**src/hdl/crol_params.svh**
```systemverilog
// Register offsets, field positions and reset values for the relay output latch.
`ifndef CROL_PARAMS_SVH
`define CROL_PARAMS_SVH
`define CROL_OFF_LOW      12'h000
`define CROL_OFF_HIGH     12'h004
`define CROL_OFF_SET      12'h008
`define CROL_OFF_STATUS   12'h00C
`define CROL_BIT_MODE     0
`define CROL_BIT_ENABLE   1
`define CROL_HALF_W       16
`define CROL_RELAY_W      32
`define CROL_RST_HALF     16'h0000
`define CROL_CARD_ID      16'hA5C3  // Card tag; the value is arbitrary.
`endif

```
**src/hdl/crol_pkg.sv**
```systemverilog
// Types shared by the relay output latch modules.
package crol_pkg;
  typedef struct packed {
    logic        sel;
    logic        en;
    logic        wr;
    logic [11:0] addr;
    logic [31:0] wdata;
  } crol_apb_req_s;
  typedef logic [15:0] crol_half_t;
endpackage

```
**src/hdl/crol_half_latch.sv**
```systemverilog
// One 16-bit edge-triggered output latch half, loaded by its write strobe.
`timescale 1ns/1ps
`include "crol_params.svh"
module crol_half_latch
  import crol_pkg::*;
(
  // Clock and reset.
  input  wire logic       clk_in,
  input  wire logic       nrst_in,
  // Strobe and data.
  input  wire logic       load_in,
  input  wire crol_pkg::crol_half_t data_in,
  // Stored half.
  output crol_pkg::crol_half_t      q_out
);
  crol_half_t q_r;

  // The latch loads only on its own strobe and holds otherwise.
  always_ff @(posedge clk_in or negedge nrst_in)
  begin
    if (!nrst_in)
      q_r <= `CROL_RST_HALF;  // [RULE10]
    else if (load_in)
      q_r <= data_in;         // [RULE9]
  end

  assign q_out = q_r;
endmodule

```
**src/hdl/crol_top.sv**
```systemverilog
// Comparator relay output latch: APB slave, two latch halves, mode and enable.
// What this block does
// [RULE1] Thirty-two relay bits, one closes contact.
// [RULE2] Mode zero: written results drive relays directly.
// [RULE3] Mode one: relay equals result AND enable.
// [RULE4] Address decode gives data and setting strobes.
// [RULE5] Card status readable over the bus.
// [RULE6] Mode and enable are separate setting flip-flops.
// [RULE7] Each write updates only its sixteen lines.
// [RULE8] Mode one: all outputs change together. With enable high, a half write here changes only its sixteen relays.
// [RULE9] Results captured in edge-triggered latch registers.
// [RULE10] Reset clears latches, mode and enable.
`timescale 1ns/1ps
`include "crol_params.svh"
module crol_top
  import crol_pkg::*;
(
  // Clock and reset.
  input  wire logic        MCLK_IN,
  input  wire logic        NRST_IN,
  // APB slave.
  input  wire logic        PSEL_IN,
  input  wire logic        PENABLE_IN,
  input  wire logic        PWRITE_IN,
  input  wire logic [11:0] PADDR_IN,
  input  wire logic [31:0] PWDATA_IN,
  output logic [31:0]      PRDATA_OUT,
  output logic             PREADY_OUT,
  output logic             PSLVERR_OUT,
  // Relay drive.
  output logic [31:0]      RELAY_OUT
);
  import crol_pkg::*;

  crol_apb_req_s req;
  crol_half_t    low_q;
  crol_half_t    high_q;
  logic          mode_r;
  logic          enable_r;
  logic          ready_r;
  logic [31:0]   prdata_r;
  logic          slverr_r;
  logic [31:0]   relay_r;
  logic [31:0]   relay_nxt;
  logic [31:0]   rd_nxt;

  // Bus request bundle.
  assign req = '{sel: PSEL_IN, en: PENABLE_IN, wr: PWRITE_IN,
                 addr: PADDR_IN, wdata: PWDATA_IN};

  // Access is taken in the first access-phase cycle; the slave answers one cycle later.
  wire acc      = req.sel && req.en && !ready_r;
  wire hit_low  = (req.addr == `CROL_OFF_LOW);
  wire hit_high = (req.addr == `CROL_OFF_HIGH);
  wire hit_set  = (req.addr == `CROL_OFF_SET);
  wire hit_stat = (req.addr == `CROL_OFF_STATUS);
  wire mapped   = hit_low || hit_high || hit_set || hit_stat;
  // Separate strobes for each result half and for the setting register.
  wire wr_low   = acc && req.wr && hit_low;   // [RULE4] [RULE7]
  wire wr_high  = acc && req.wr && hit_high;  // [RULE4] [RULE7]
  wire wr_set   = acc && req.wr && hit_set;   // [RULE4]

  // Read multiplexer; the status word shows mode, enable and a card tag.
  wire [31:0] stat_word = {`CROL_CARD_ID, 14'h0000, enable_r, mode_r};  // [RULE5]
  assign rd_nxt = hit_low  ? {16'h0000, low_q}  :
                  hit_high ? {16'h0000, high_q} :
                  hit_set  ? {30'h0000_0000, enable_r, mode_r} :
                  hit_stat ? stat_word : 32'h0000_0000;

  // Relay value: direct in mode zero, gated by enable in mode one.
  assign relay_nxt = mode_r ? ({high_q, low_q} & {32{enable_r}})  // [RULE3] [RULE8]
                            : {high_q, low_q};                    // [RULE2] [RULE1]

  // Low and high result latches.
  crol_half_latch u_low (
    .clk_in  (MCLK_IN),
    .nrst_in (NRST_IN),
    .load_in (wr_low),
    .data_in (req.wdata[15:0]),
    .q_out   (low_q)
  );
  crol_half_latch u_high (
    .clk_in  (MCLK_IN),
    .nrst_in (NRST_IN),
    .load_in (wr_high),
    .data_in (req.wdata[15:0]),
    .q_out   (high_q)
  );

  // Mode and enable flip-flops, loaded by setting writes.
  always_ff @(posedge MCLK_IN or negedge NRST_IN)
  begin
    if (!NRST_IN)
    begin
      mode_r   <= 1'b0;  // [RULE10]
      enable_r <= 1'b0;  // [RULE10]
    end
    else if (wr_set)
    begin
      mode_r   <= req.wdata[`CROL_BIT_MODE];    // [RULE6]
      enable_r <= req.wdata[`CROL_BIT_ENABLE];  // [RULE6]
    end
  end

  // Bus answer registers.
  always_ff @(posedge MCLK_IN or negedge NRST_IN)
  begin
    if (!NRST_IN)
    begin
      ready_r  <= 1'b0;
      prdata_r <= 32'h0000_0000;
      slverr_r <= 1'b0;
    end
    else
    begin
      ready_r  <= acc;
      prdata_r <= (acc && !req.wr) ? rd_nxt : 32'h0000_0000;  // [RULE5]
      slverr_r <= acc && !mapped;
    end
  end

  // Relay output register; all 32 bits update on one edge.
  always_ff @(posedge MCLK_IN or negedge NRST_IN)
  begin
    if (!NRST_IN)
      relay_r <= 32'h0000_0000;  // [RULE10]
    else
      relay_r <= relay_nxt;      // [RULE9]
  end

  assign PRDATA_OUT  = prdata_r;
  assign PREADY_OUT  = ready_r;
  assign PSLVERR_OUT = slverr_r;
  assign RELAY_OUT   = relay_r;

  // Mode zero: a low-half write reaches the relays two edges after the strobe.
  property p_direct;
    @(posedge MCLK_IN) disable iff (!NRST_IN)
      (wr_low && !mode_r && !wr_set) |-> ##2 (RELAY_OUT[15:0] == $past(req.wdata[15:0], 2));
  endproperty
  a_direct: assert property (p_direct) else $error("direct mode low half wrong"); // [RULE2]

  // Mode one: relay equals stored result gated by enable.
  property p_gated;
    @(posedge MCLK_IN) disable iff (!NRST_IN)
      (mode_r && $stable(mode_r) && $stable(enable_r) && $stable({high_q, low_q}))
        |=> (RELAY_OUT == ($past({high_q, low_q}) & {32{$past(enable_r)}}));
  endproperty
  a_gated: assert property (p_gated) else $error("gated relay value wrong"); // [RULE3]

  // A low-half write never disturbs the high half.
  property p_half;
    @(posedge MCLK_IN) disable iff (!NRST_IN)
      wr_low |=> $stable(high_q);
  endproperty
  a_half: assert property (p_half) else $error("high half changed on low write"); // [RULE7]

  // Mode one with enable low keeps every relay open.
  property p_allopen;
    @(posedge MCLK_IN) disable iff (!NRST_IN)
      (mode_r && !enable_r) ##1 (mode_r && !enable_r) |-> (RELAY_OUT == 32'h0000_0000);
  endproperty
  a_allopen: assert property (p_allopen) else $error("relay closed without enable"); // [RULE8]

  // A setting write loads mode and enable from the data bits.
  property p_setting;
    @(posedge MCLK_IN) disable iff (!NRST_IN)
      wr_set |=> (mode_r == $past(req.wdata[0]) && enable_r == $past(req.wdata[1]));
  endproperty
  a_setting: assert property (p_setting) else $error("setting not loaded"); // [RULE6]

  // Each accepted access is answered exactly one cycle later, once.
  property p_answer;
    @(posedge MCLK_IN) disable iff (!NRST_IN)
      acc |=> (PREADY_OUT ##1 !PREADY_OUT);
  endproperty
  a_answer: assert property (p_answer) else $error("bus answer timing wrong"); // [RULE4]

  // Status read returns mode and enable.
  property p_status;
    @(posedge MCLK_IN) disable iff (!NRST_IN)
      (acc && !req.wr && hit_stat && !wr_set) |=> (PRDATA_OUT[1:0] == {enable_r, mode_r});
  endproperty
  a_status: assert property (p_status) else $error("status read wrong"); // [RULE5]

  // Latch holds when no strobe arrives.
  property p_hold;
    @(posedge MCLK_IN) disable iff (!NRST_IN)
      !wr_low |=> (low_q == $past(low_q));
  endproperty
  a_hold: assert property (p_hold) else $error("latch changed without strobe"); // [RULE9]

  c_low_write: cover property (@(posedge MCLK_IN) disable iff (!NRST_IN) wr_low);
  c_gated_on:  cover property (@(posedge MCLK_IN) disable iff (!NRST_IN)
                               mode_r && enable_r && RELAY_OUT != 32'h0000_0000);
  c_stat_read: cover property (@(posedge MCLK_IN) disable iff (!NRST_IN)
                               acc && !req.wr && hit_stat);
endmodule

```
**config.mk**
```make
export PLATFORM = sky130hd
export DESIGN_NAME = crol_top
export DESIGN_NICKNAME = d
export VERILOG_FILES = /design/src/hdl/crol_pkg.sv /design/src/hdl/crol_half_latch.sv /design/src/hdl/crol_top.sv
export VERILOG_INCLUDE_DIRS = /design/src /design/src/hdl
export SDC_FILE = /design/constraint.sdc
export NUM_CORES = 1
export LEC_CHECK = 0
export ABC_AREA = 1
export BUFFER_PORTS_ARGS = -buffer_cell sky130_fd_sc_hd__buf_2
export CAP_MARGIN = 20
export CORE_MARGIN = 3
export CORE_UTILIZATION = 35
export CTS_BUF_LIST = sky130_fd_sc_hd__clkbuf_4 sky130_fd_sc_hd__clkbuf_8 sky130_fd_sc_hd__clkbuf_16
export DETAILED_ROUTE_END_ITERATION = 8
export GPL_TIMING_DRIVEN = 0
export PLACE_DENSITY = 0.68
export SYNTH_ARGS = -nofsm -noshare
export SYNTH_HDL_FRONTEND = slang
export SYNTH_SLANG_ARGS = --single-unit
export TNS_END_PERCENT = 20
```
**constraint.sdc**
```tcl
create_clock -name MCLK_IN -period 1.3 [get_ports MCLK_IN]
set_input_delay 0.13 -clock MCLK_IN [delete_from_list [all_inputs] [get_ports MCLK_IN]]
set_output_delay 0.13 -clock MCLK_IN [all_outputs]
set_load 0.03 [all_outputs]
```
# ---- After elaboration in Yosys (flattened, before gate mapping)
# Cells that the tools add are included.
dict set report totals {
  reg_bits 100
  word_cells 33
  inputBits 49
  out_inout_bits 66
}
dict set report op_classes {
  muxes 6
  n_eq_ne 3
  reduce_logical 15
  n_bitwise 1
}
# op count
set ops {}
lappend ops {{32-bit 2-to-1 mux} 6}
lappend ops {{32-bit AND} 1}
lappend ops {{12-bit by 4-bit equality test with 1-bit output (second input constant)} 2}
lappend ops {{12-bit by 3-bit equality test with 1-bit output (second input constant)} 1}
lappend ops {{12-bit logical NOT} 1}
lappend ops {{1-bit logical AND} 8}
lappend ops {{1-bit logical NOT} 3}
lappend ops {{1-bit logical OR} 3}

# ---- Depth between registers and ports, before layout
# Gate-level depths: netlist of run 1.
dict set report logic_depth {
  word_depth 6
  mapped_depth 9
  ltp_nobuf 8
}

# ---- By module
# From an unflattened synthesis of run 1, not the netlist that was laid out.
dict set report hier_totals {
  cells_unflattened 372
  hier_area_um2 3540.9
}
# mod area_each_um2 cells_per_inst seq_area_each_um2 instances
set modules_own_cells {}
lappend modules_own_cells {crol_top 2252.2 236 1326.3 1}
lappend modules_own_cells {crol_half_latch 644.4 68 400.4 2}

# ---- Worst setup path before layout of run 1
# No wires, ideal clock.
dict set report synth_path {
  path_kind {reg-to-reg}
  from {reg ready_r, in the netlist PREADY_OUT}
  to {reg prdata_r[15], in the netlist PRDATA_OUT[15]}
  t_arrival_ns 1.255
  setup_time_ns 0.078
  t_required_ns 1.222
  stages_incl_launch_ff 7
  period_less_slack_ns 1.333
  n_path_buf 1
  slack_ns -0.033
  cell_sequence {dfrtp_1 > nor2_2 > inv_2 > nor2_1 > inv_2 > buf_2 > a21oi_1}
}
dict set report synth_via {
  elab_chain_cells 4
}
# element line_no
set synth_rtl {}
lappend synth_rtl {{start: declaration} crol_top.sv:40} ;# logic ready_r;
lappend synth_rtl {{start signal: assignment} crol_top.sv:110} ;# ready_r <= 1'b0;
lappend synth_rtl {{start signal: assignment} crol_top.sv:116} ;# ready_r <= acc;
lappend synth_rtl {{1-bit logical NOT} crol_top.sv:52} ;# wire acc = req.sel && req.en && !ready_r;
lappend synth_rtl {{1-bit logical AND} crol_top.sv:52}
lappend synth_rtl {{net acc} crol_top.sv:52}
lappend synth_rtl {{1-bit logical AND} crol_top.sv:117} ;# prdata_r <= (acc && !req.wr) ? rd_nxt : 32'h0000_0000;
lappend synth_rtl {{32-bit 2-to-1 mux} crol_top.sv:117}
lappend synth_rtl {{end signal: assignment} crol_top.sv:117}
lappend synth_rtl {{end: declaration} crol_top.sv:41} ;# logic [31:0] prdata_r;
# The timed path passes the listed nets, and every way through them passes these cells.
# A chain may end at the register's enable or synchronous reset.

# ---- Final worst setup path of run 1
dict set report layout_path {
  from {reg ready_r, in the netlist PREADY_OUT}
  to {reg u_high.q_r[10], in the netlist u_high.q_out[10]}
}
dict set report layout_via {
  elab_chain_cells 4
}
# element line_no
set layout_rtl {}
lappend layout_rtl {{1-bit logical NOT} crol_top.sv:52}
lappend layout_rtl {{1-bit logical AND} crol_top.sv:52}
lappend layout_rtl {{net acc} crol_top.sv:52}
lappend layout_rtl {{1-bit logical AND (2 in series)} crol_top.sv:60} ;# wire wr_high = acc && req.wr && hit_high;
lappend layout_rtl {{end signal: assignment} crol_half_latch.sv:22} ;# q_r <= `CROL_RST_HALF;
lappend layout_rtl {{end signal: assignment} crol_half_latch.sv:24} ;# q_r <= data_in;
lappend layout_rtl {{end: declaration} crol_half_latch.sv:16} ;# crol_half_t q_r;
# The timed path passes the listed nets, and every way through them passes these cells.

==> summary.md, run 1 <==
| Metric | Value |
|---|---|
| Placed wire-length estimate | 5400 um |
| Antenna violations before repair | 0 |
| Setup crit start | PREADY_OUT$_DFF_PN0_ |
| Syn Area/Cell | 10.2 um2 |
| Clk Latency, worst-skew pair | 0.35 ns |
| Starting DRT DRC Count | 94 |
| Reg2reg start | PREADY_OUT$_DFF_PN0_ |
| Area Growth Syn to Fin | 27.6% |
| RSZ-0062 raised after global routing | yes |
| Synth area leaders | dfrtp_1 (59%), o21ai_2 (7.8%), inv_1 (5.4%) |
| # IOs | 115 |
| Sw Pwr | 1.06 mW |
| DR vias/cell | 4.15 |
| Worst-Margin Slew | 0.540 ns |
| Hold WC Path Type | in -> reg |
| Cell row count | 36 |
| Clk slew on worst S/H paths | 0.08 ns |
| Total negative slack | 0 ns |
| Drt pass-1 iters | 4 |
| Ant diodes | 0 |
| Top-count cell post-synth | dfrtp_1 |
| Number of buffers created by CTS | 9 |
| Crit path launch type | flip-flop |
| Nets | 513 |
| Ys flop type | dfrtp_1 |
| Critical-path cell list | nor2_4 -> inv_4 -> nor2_8 -> nand2_4 -> buf_8 -> nand2_2 -> o21ai_2 |
| CTS tree | built |
| P per Cell Area | 1050 nW/um2 |
| R2r endpoint | u_high.q_out[10]$_DFFE_PN0P_ |
| Synth top area share | 0.592 |
| Largest net degree at the start of global routing | 45 |
| Crit path max fanout | 10 |
| CTS Buffer Depth | 2 |
| Int Power | 3.74 mW |
| Vias | 2499 |
| IO Port Bufs | 90 |
| H-tree levels | 3 |
| Congestion Overflow GR | 0 |
| CP peak stage delay | 0.43 ns |
| # setup viols final | 0 |
| Maximum VDD drop | 0.000539 V |
| R2r setup slk | 0.05 ns |
| Vias in the first global route | 2497 |
| WHS | 0.0547 ns |
| Fmax | 0.799 GHz |
| Die width | 107 um |
| Hold path cells | 3 |
| Worst relative slew slack | 0.640 |
| WS Path Type | reg -> reg |
| Max Cap Violations | 0 |
| CP arrival | 1.49 ns |
| Critical-path top delay cell | dfrtp_2 |
| Max Slew Vio Count | 0 |
| Post-synth EDFFs | 0 |
| Clk_skew | 0.00981 ns |
| Synth Instances | 351 |
| Seq cells post-synth | 85 |
| Root Driver | clkbuf_8 |
| First-pass GRT wire length | 12200 um |
| Post-route DRC | 0 |
| Required time of the worst setup path | 1.54 ns |
| GP Congestion | 0.723 |
| Cell Area, Synth | 3590 um2 |
| Core footprint | 9860 um2 |
| Combinational share of power | 0.053 |
| Synth area leader | dfrtp_1 |
| Net Sw Frac | 0.221 |
| Die H | 107 um |
| Post-DRT Antenna Nets | 0 |
| Tcrit/Tclk final | 0.963 |
| Fraction of layout cells with a size suffix above 1 | 0.469 |
| Total global-route track usage | 0.139 |
| Crit. End Element | flip-flop |
| Initial Util | 0.364 |
| Synth warn | 0 |
| Lkg Pwr | 2.46 nW |
| Status | finished clean |
| Post-Route WL | 7540 um |
| End point of the critical path | u_high.q_out[10]$_DFFE_PN0P_ |
| R2r worst-path depth | 7 |
| Clock power frac | 0.394 |
| Routed len/inst | 12.5 um |
| Reg power frac | 0.553 |
| Fin. Hold Viols | 0 |
| Die area | 11500 um2 |
| Final period demand of the worst path | 1.25 ns |
| Post-synthesis sequential area ratio | 0.592 |
| Top cells by count, synth | dfrtp_1 (85), inv_1 (52), nand2_1 (51), nor2_1 (45), o21ai_2 (32) |
| Synth unique cells | 23 |
| Post-synthesis async set-or-reset flop share | 1.00 |
| Clock sink count | 85 |
## cells in the final DEF, fill, tap and decap left out
| master | Yosys | layout |
|---|---|---|
| buf_6 | 8 | 5 |
| clkbuf_8 | 0 | 10 |
| buf_12 | 0 | 3 |
| inv_1 | 52 | 52 |
| clkinvlp_4 | 0 | 2 |
| conb_1 | 1 | 8 |
| buf_8 | 0 | 2 |
| o21ai_0 | 4 | 4 |
| buf_4 | 15 | 18 |
| nor3_1 | 2 | 2 |
| clkinv_2 | 1 | 1 |
| inv_2 | 2 | 1 |
| a21oi_2 | 9 | 10 |
| dfrtp_2 | 0 | 2 |
| inv_4 | 0 | 1 |
| nand3_1 | 4 | 4 |
| nand2_4 | 4 | 4 |
| o21ai_2 | 32 | 32 |
| nor2_1 | 45 | 43 |
| buf_2 | 1 | 89 |
| nor2_4 | 2 | 4 |
| nor2_8 | 1 | 1 |
| nand2_1 | 51 | 47 |
| clkbuf_2 | 0 | 2 |
| dlygate4sd3_1 | 0 | 1 |
| clkbuf_4 | 0 | 4 |
| nor2_2 | 2 | 2 |
| nand2_2 | 20 | 24 |
| clkbuf_16 | 0 | 1 |
| a21oi_1 | 6 | 5 |
| dfrtp_1 | 85 | 83 |
| bufinv_16 | 0 | 1 |
| inv_6 | 1 | 1 |
## metrics by stage
step / instance area, um2 / setup slack [ns] / std cells / power (mW) / util
after global placement: 4240 / -0.663 / 581 / 2.94 / 0.429
after CTS: 4490 / 0.00117 / 599 / 4.83 / 0.455
final: 4580 / 0.0482 / 602 / 4.79 / 0.465
after detailed placement: 4260 / -0.196 / 582 / 2.95 / 0.432
after floorplan: 3620 / 0.00705 / 358 / 2.82 / -
after global routing: 4580 / -0.0424 / 602 / 4.98 / 0.465
## worst min path at each step
stage | start | end | slack (ns)
3_5_place_dp | NRST_IN | RELAY_OUT[18]$_DFF_PN0_ | 0.15
2_1_floorplan | NRST_IN | PRDATA_OUT[0]$_DFF_PN0_ | -0.17
3_3_place_gp | PENABLE_IN | PREADY_OUT$_DFF_PN0_ | 0.37
4_1_cts | PENABLE_IN | PREADY_OUT$_DFF_PN0_ | 0.008
6_report | PENABLE_IN | PREADY_OUT$_DFF_PN0_ | 0.05
5_1_grt | PENABLE_IN | PREADY_OUT$_DFF_PN0_ | 0.05
## power groups by stage
stage / Clock (mW) / Sequential [mW] / Combinational [mW]
after floorplan: 0 / 2.71 / 0.111
after global placement: 0 / 2.70 / 0.237
after detailed placement: 0 / 2.70 / 0.249
after CTS: 1.93 / 2.65 / 0.254
after global routing: 2.04 / 2.65 / 0.284
final: 1.89 / 2.65 / 0.254
## final cells by class
cell class	instances	area, um2
Inverter	56	219
Buffer	27	256
Tap cell	133	166
Timing Repair Buffer	95	523
Clock buffer	13	160
Multi-Input combinational cell	190	1080
Clock inverter	3	45.0
Fill cell	939	5280
Sequential cell	85	2130
## repair_timing
action | in CTS | in global routing
hold buffers | 1 | 0
cloned | 0 | 1
buffers inserted | 0 | 2
pin swaps | 0 | 3
endpoints found under the setup margin | 40 | 59
gates resized for setup | 7 | 16
hold endpoints to repair | 43 | 0
## logic make-up (layout without fill, tap and decap cells)
group / count (synthesis) / count (layout) / synth area share
AOI/OAI and AO/OA: 51 / 51 / 0.114
other: 1 / 8 / 0.00104
DFF: 85 / 85 / 0.592
buffers and inverters: 83 / 194 / 0.121
and+or+nand+nor: 131 / 131 / 0.171
## sequential cells by signal, indices dropped and copies added, names as in the netlist
register,count
PRDATA_OUT,17
mode_r,1
u_high.q_out,16
u_low.q_out,16
RELAY_OUT,32
PREADY_OUT,1
PSLVERR_OUT,1
enable_r,1
## layer usage
metal / routed length [um] / vias to the layer above / GRT usage / part of all wire
li1: - / 1261 / - / -
met1: 3450 / 1155 / 0.179 / 0.46
met2: 3530 / 74 / 0.221 / 0.47
met3: 453 / 9 / 0.0402 / 0.060
met4: 106 / 0 / 0.0521 / 0.014
met5: 0 / - / 0 / 0
## worst max-delay path, delay by kind of cell, from the launching register on
family,cells,cell delay [ns]
AOI/OAI and AO/OA,1,0.05
buffers and inverters,2,0.24
DFF,1,0.43
and+or+nand+nor,4,0.42
No activity file was read; power rests on OpenSTA's default activity.
==> inputs of run 2 (changes only) <==
ABC_AREA = not set   (was 1)
==> summary.md, run 2 <==
| Metric | Value |
|---|---|
| Synth Area in Compound Gates | 0 |
| Fmax | 0.611 GHz |
| Ys flop type | dfrtp_1 |
| Clk slew on worst S/H paths | 0.09 ns |
| Starting DRT DRC Count | 55 |
| Synth warn | 0 |
| H-tree levels | 3 |
| Combinational share of power | 0.060 |
| Clock sink count | 85 |
| Initial Util | 0.365 |
| Crit path launch type | flip-flop |
| Final worst slack | -0.336 ns |
| Ant diodes | 0 |
| Antenna violations before repair | 1 |
| R2r setup slk | -0.34 ns |
| Register area | 2130 um2 |
| Hold path cells | 2 |
| Failing checks | negative setup slack |
| Clk_skew | 0.0119 ns |
| Synth Area in XOR/XNOR | 0 |
| R2r worst-path depth | 5 |
| Number of flip-flops in the largest register | 32 |
| Die H | 105 um |
| Synth area leaders | dfrtp_1 (63%), mux2_2 (7.0%), and2_1 (5.9%) |
| DR vias/cell | 4.40 |
| Die width | 105 um |
| Root Driver | clkbuf_8 |
| RSZ-0062 raised after global routing | yes |
| Total power | 4.67 mW |
| Most frequent cells in the layout | buf_2 (90), dfrtp_1 (83), mux2_4 (33) |
| Syn Area/Cell | 14.6 um2 |
| Worst hold start | PWDATA_IN[12] |
| Largest family of logic cells by synthesized area | multiplexers |
| First-pass GRT wire length | 12200 um |
| Fraction of layout cells with a size suffix above 1 | 0.561 |
| Die area | 10900 um2 |
| Finished Layout Cells | 487 |
| Crit. End Element | flip-flop |
| CTS tree | built |
| Cell Area, Synth | 3400 um2 |
| CP arrival | 1.87 ns |
| Top-count cell post-synth | dfrtp_1 |
| Largest net degree at the start of global routing | 54 |
| Status | complete, but fails checks |
| Post-Route WL | 7540 um |
| GP Congestion | 0.748 |
| Nets | 402 |
| Total global-route track usage | 0.144 |
| Fillers | 842 |
| Mux share of post-synthesis cell area | 0.166 |
| Clk Latency, worst-skew pair | 0.35 ns |
| Vias | 2144 |
| R2r endpoint | u_high.q_out[4]$_DFFE_PN0P_ |
| Synth Area in Adders | 0 |
| Cell row count | 35 |
| Int Power | 3.60 mW |
| Reg power frac | 0.567 |
| Drt pass-1 iters | 4 |
| Clock power frac | 0.373 |
| Placed wire-length estimate | 5040 um |
| CTS Buffer Depth | 2 |
| Multi-input logic area | 1250 um2 |
| Post-synthesis async set-or-reset flop share | 1.00 |
| Fin. Hold Viols | 0 |
| Post-synth EDFFs | 0 |
| Synth Instances | 233 |
| Pre-CTS WS | -1.13 ns |
| Synth top area share | 0.625 |
| # setup viols final | 51 |
| Hold WC Path Type | in -> reg |
| WS Path Type | reg -> reg |
| Vias in the first global route | 2334 |
| IO Port Bufs | 89 |
| Sw Pwr | 1.07 mW |
| Commonest non-fill, non-tap cell in the layout | buf_2 |
| Simple-gate area share of the yosys netlist | 0.144 |
| Area Growth Syn to Fin | 34.2% |
| Tcrit/Tclk final | 1.26 |
| Max Slew Vio Count | 0 |
| Post-route DRC | 0 |
| Post-synthesis sequential area ratio | 0.625 |
| # IOs | 115 |
| Reg2reg start | PREADY_OUT$_DFF_PN0_ |
| Top cells by count, synth | dfrtp_1 (85), and2_1 (32), mux2_2 (21), mux2i_1 (16) |
| Lkg Pwr | 2.47 nW |
| Net Sw Frac | 0.230 |
| Core footprint | 9330 um2 |
| DP Cell Count | 459 |
| Maximum VDD drop | 0.000437 V |
| Max Cap Violations | 0 |
| Post-DRT Antenna Nets | 0 |
| P per Cell Area | 1020 nW/um2 |
| Seq cells post-synth | 85 |
| Number of buffers created by CTS | 9 |
| Synth unique cells | 26 |
| Crit path max fanout | 6 |
| Fin util | 0.489 |
| Final period demand of the worst path | 1.64 ns |
| Congestion Overflow GR | 0 |
| Worst Hold End | u_low.q_out[12]$_DFFE_PN0P_ |
| Synth area leader | dfrtp_1 |
| Required time of the worst setup path | 1.53 ns |
| Routed len/inst | 15.5 um |
-- run 2: worst max-delay path: stages, from the launching register on --
cell and delay, ns:
dfrtp_2 0.40, nand4b_1 0.18, buf_6 0.15, nor4_4 0.27, buf_6 0.22, mux2_4 0.31
-- run 2: how the worst max path moves through the flow --
stage               slack (ns)                  from                      endpoint
floorplan                -0.60           PADDR_IN[9]  u_high.q_out[10]$_DFFE_PN0P_
global placement         -1.10           PADDR_IN[2]    u_low.q_out[6]$_DFFE_PN0P_
detailed placement       -1.13           PADDR_IN[2]    u_low.q_out[7]$_DFFE_PN0P_
CTS                      -0.42  PREADY_OUT$_DFF_PN0_   u_low.q_out[14]$_DFFE_PN0P_
global route             -0.41  PREADY_OUT$_DFF_PN0_  u_high.q_out[15]$_DFFE_PN0P_
finish                   -0.34  PREADY_OUT$_DFF_PN0_   u_high.q_out[4]$_DFFE_PN0P_
-- run 2: through the flow --
step	area, um2	setup TNS, ns	hold slack, ns
after detailed placement	4100	-43.38	0.101
after floorplan	3470	-24.73	-0.166
final	4560	-14.09	0.0226
after global routing	4560	-17.25	0.0125
after global placement	4070	-89.14	0.361
after CTS	4500	-16.58	0.00431
-- run 2: layer usage --
| metal | vias to the layer above | wire length (um) | global-route usage |
|---|---|---|---|
| met1 | 1047 | 3400 | 0.189 |
| met3 | 13 | 465 | 0.0364 |
| met4 | 2 | 113 | 0.0534 |
| met2 | 74 | 3550 | 0.229 |
| li1 | 1008 | - | - |
| met5 | - | 7 | 0 |
-- run 2: cell families after synthesis --
family | Yosys count
multiplexers | 52
buffers and inverters | 29
AND/OR/NAND/NOR | 66
flip-flops | 85
other | 1
-- run 2: final cells by class --
class	instances	area share
sequential	85	0.467
multi-input combinational	126	0.273
timing repair buffer	102	0.132
buffer	28	0.0507
clock buffer	13	0.0365
tap	129	0.0354
clock inverter	3	0.00439
inverter	1	0.000823
-- run 2: power by group through the flow --
stage	combinational, mW	sequential (mW)	clock [mW]
after global placement	0.241	2.70	0
after detailed placement	0.257	2.70	0
after global routing	0.311	2.65	1.91
final	0.281	2.65	1.74
after floorplan	0.107	2.71	0
after CTS	0.283	2.65	1.80
-- run 2: what timing repair did --
item                       CTS  global route
gates resized for setup     34            20
hold endpoints to repair    34             0
hold buffers                 3             0
buffers inserted             7             0
pin swaps                    3             2
setup endpoints to repair   70            54
gates cloned                 1             1
==> inputs of run 3 (changes only) <==
TNS_END_PERCENT = not set   (was 20)
==> summary.md, run 3 (synthesis gave the netlist of run 2 again) <==
| Metric | Value |
|---|---|
| Fin util | 0.521 |
| Crit. End Element | flip-flop |
| Tcrit/Tclk final | 1.22 |
| Fin. Hold Viols | 0 |
| R2r setup slk | -0.29 ns |
| # setup viols final | 51 |
| Int Power | 3.87 mW |
| Routed len/inst | 15.7 um |
| Die area | 10900 um2 |
| R2r worst-path depth | 6 |
| Worst hold start | PWDATA_IN[10] |
| WHS | 0.0308 ns |
| R2r endpoint | u_low.q_out[7]$_DFFE_PN0P_ |
| Number of buffers created by CTS | 9 |
| Die H | 105 um |
| # IOs | 115 |
| Vias | 2201 |
| Area after DPL | 4140 um2 |
| Maximum VDD drop | 0.000530 V |
| GP Congestion | 0.712 |
| GR Util met2 | 0.226 |
| Most frequent cells in the layout | buf_2 (85), dfrtp_1 (83), mux2_4 (34) |
| Antenna violations before repair | 1 |
| Combinational share of power | 0.064 |
| H-tree levels | 3 |
| Clk_skew | 0.0116 ns |
| Lkg Pwr | 2.70 nW |
| Worst Hold End | u_low.q_out[10]$_DFFE_PN0P_ |
| CP arrival | 1.83 ns |
| Register area | 2130 um2 |
| Crit path max fanout | 10 |
| Status | complete, but fails checks |
| RSZ-0062 raised after global routing | yes |
| DR vias/cell | 4.41 |
| Die width | 105 um |
| Clock power frac | 0.410 |
| Hold WC Path Type | in -> reg |
| Hold path cells | 2 |
| Congestion Overflow GR | 0 |
| Area Growth Syn to Fin | 43.0% |
| Clk slew on worst S/H paths | 0.09 ns |
| Final instance area | 4860 um2 |
| Max Slew Vio Count | 0 |
| Sw Pwr | 1.16 mW |
| Fillers | 810 |
| Post-route DRC | 0 |
| Clock sink count | 85 |
| Cell row count | 35 |
| Total negative slack | -12.25 ns |
| Failing checks | negative setup slack |
| Starting DRT DRC Count | 62 |
| Grt met3 use | 0.0420 |
| Initial Util | 0.365 |
| Largest net degree at the start of global routing | 56 |
| Global-route layer with the greatest usage | met2 |
| CTS tree | built |
| P per Cell Area | 1040 nW/um2 |
| Commonest non-fill, non-tap cell in the layout | buf_2 |
| Core footprint | 9330 um2 |
| WS Path Type | in -> reg |
| Crit path launch type | input pin |
| Drt pass-1 iters | 4 |
| Root Driver | clkbuf_8 |
| Reg2reg start | PREADY_OUT$_DFF_PN0_ |
| Placed wire-length estimate | 5000 um |
| Vias in the first global route | 2357 |
| IO Port Bufs | 89 |
| First-pass GRT wire length | 12100 um |
| Total global-route track usage | 0.141 |
| Fmax | 0.628 GHz |
| Post-Route WL | 7830 um |
| Reg power frac | 0.526 |
| Post-DRT Antenna Nets | 0 |
| Nets | 414 |
| Multi-input logic area | 1350 um2 |
| Pre-CTS WS | -1.14 ns |
| Clk Latency, worst-skew pair | 0.35 ns |
| Fraction of layout cells with a size suffix above 1 | 0.595 |
| Required time of the worst setup path | 1.53 ns |
| Met1 usage | 0.184 |
| CTS Buffer Depth | 2 |
| Final worst slack | -0.292 ns |
| Ant diodes | 0 |
| Net Sw Frac | 0.231 |
| Max Cap Violations | 0 |
| Final period demand of the worst path | 1.59 ns |
| Number of flip-flops in the largest register | 32 |
-- run 3: cell count changes in the layout (fill, tap and decap cells not counted), moves of 3 or more --
| cell | before | now |
|---|---|---|
| nor3_2 | 10 | 6 |
| nor3_1 | 6 | 1 |
| nor3_4 | 1 | 10 |
| clkbuf_8 | 12 | 9 |
| buf_8 | 3 | 6 |
| buf_2 | 90 | 85 |
| buf_4 | 23 | 32 |
-- run 3: layout make-up --
class | count | area share
Clock buffer | 9 | 0.0255
Clock inverter | 7 | 0.0201
Multi-Input combinational cell | 126 | 0.277
Timing Repair Buffer | 116 | 0.159
Tap cell | 129 | 0.0332
Buffer | 26 | 0.0466
Inverter | 1 | 0.000772
Sequential cell | 85 | 0.438
-- run 3: worst max-delay path, stage by stage --
cell and delay [ns]:
buf_2 0.10, buf_4 0.18, or4_4 0.50, nor4_4 0.30, buf_4 0.18, buf_8 0.13
mux2_4 0.30
-- run 3: worst max-delay path by stage --
stage / startpoint / endpoint / slack [ns] / cells after the start
2_1_floorplan: PADDR_IN[9] / u_high.q_out[10]$_DFFE_PN0P_ / -0.60 / 5
3_3_place_gp: PADDR_IN[2] / u_low.q_out[7]$_DFFE_PN0P_ / -1.11 / 6
3_5_place_dp: PADDR_IN[2] / u_low.q_out[7]$_DFFE_PN0P_ / -1.14 / 6
4_1_cts: PREADY_OUT$_DFF_PN0_ / u_low.q_out[7]$_DFFE_PN0P_ / -0.43 / 6
5_1_grt: PREADY_OUT$_DFF_PN0_ / u_low.q_out[9]$_DFFE_PN0P_ / -0.34 / 6
6_report: PADDR_IN[2] / u_low.q_out[7]$_DFFE_PN0P_ / -0.29 / 7
-- run 3: through the flow --
step,instances,power [mW]
final,499,5.04
after global routing,499,5.22
after CTS,488,5.06
after detailed placement,459,2.96
after global placement,458,2.94
after floorplan,240,2.82
-- run 3: timing repair --
| item | CTS | global route |
|---|---|---|
| hold endpoints to repair | 34 | 0 |
| hold buffers | 5 | 0 |
| pin swaps | 4 | 18 |
| gates cloned | 1 | 2 |
| buffers inserted | 8 | 10 |
| endpoints found under the setup margin | 78 | 63 |
| resized for setup | 27 | 61 |
-- run 3: power by group through the flow --
stage / Combinational [mW] / Clock, mW / Sequential (mW)
after global placement: 0.241 / 0 / 2.70
after global routing: 0.352 / 2.22 / 2.65
after CTS: 0.285 / 2.12 / 2.65
final: 0.323 / 2.06 / 2.65
after floorplan: 0.108 / 0 / 2.71
after detailed placement: 0.259 / 0 / 2.70
-- run 3: per-layer routing --
layer	part of all wire	routed length (um)
met3	0.060	466
met1	0.45	3520
met2	0.48	3770
met5	0.0017	13
met4	0.0073	57
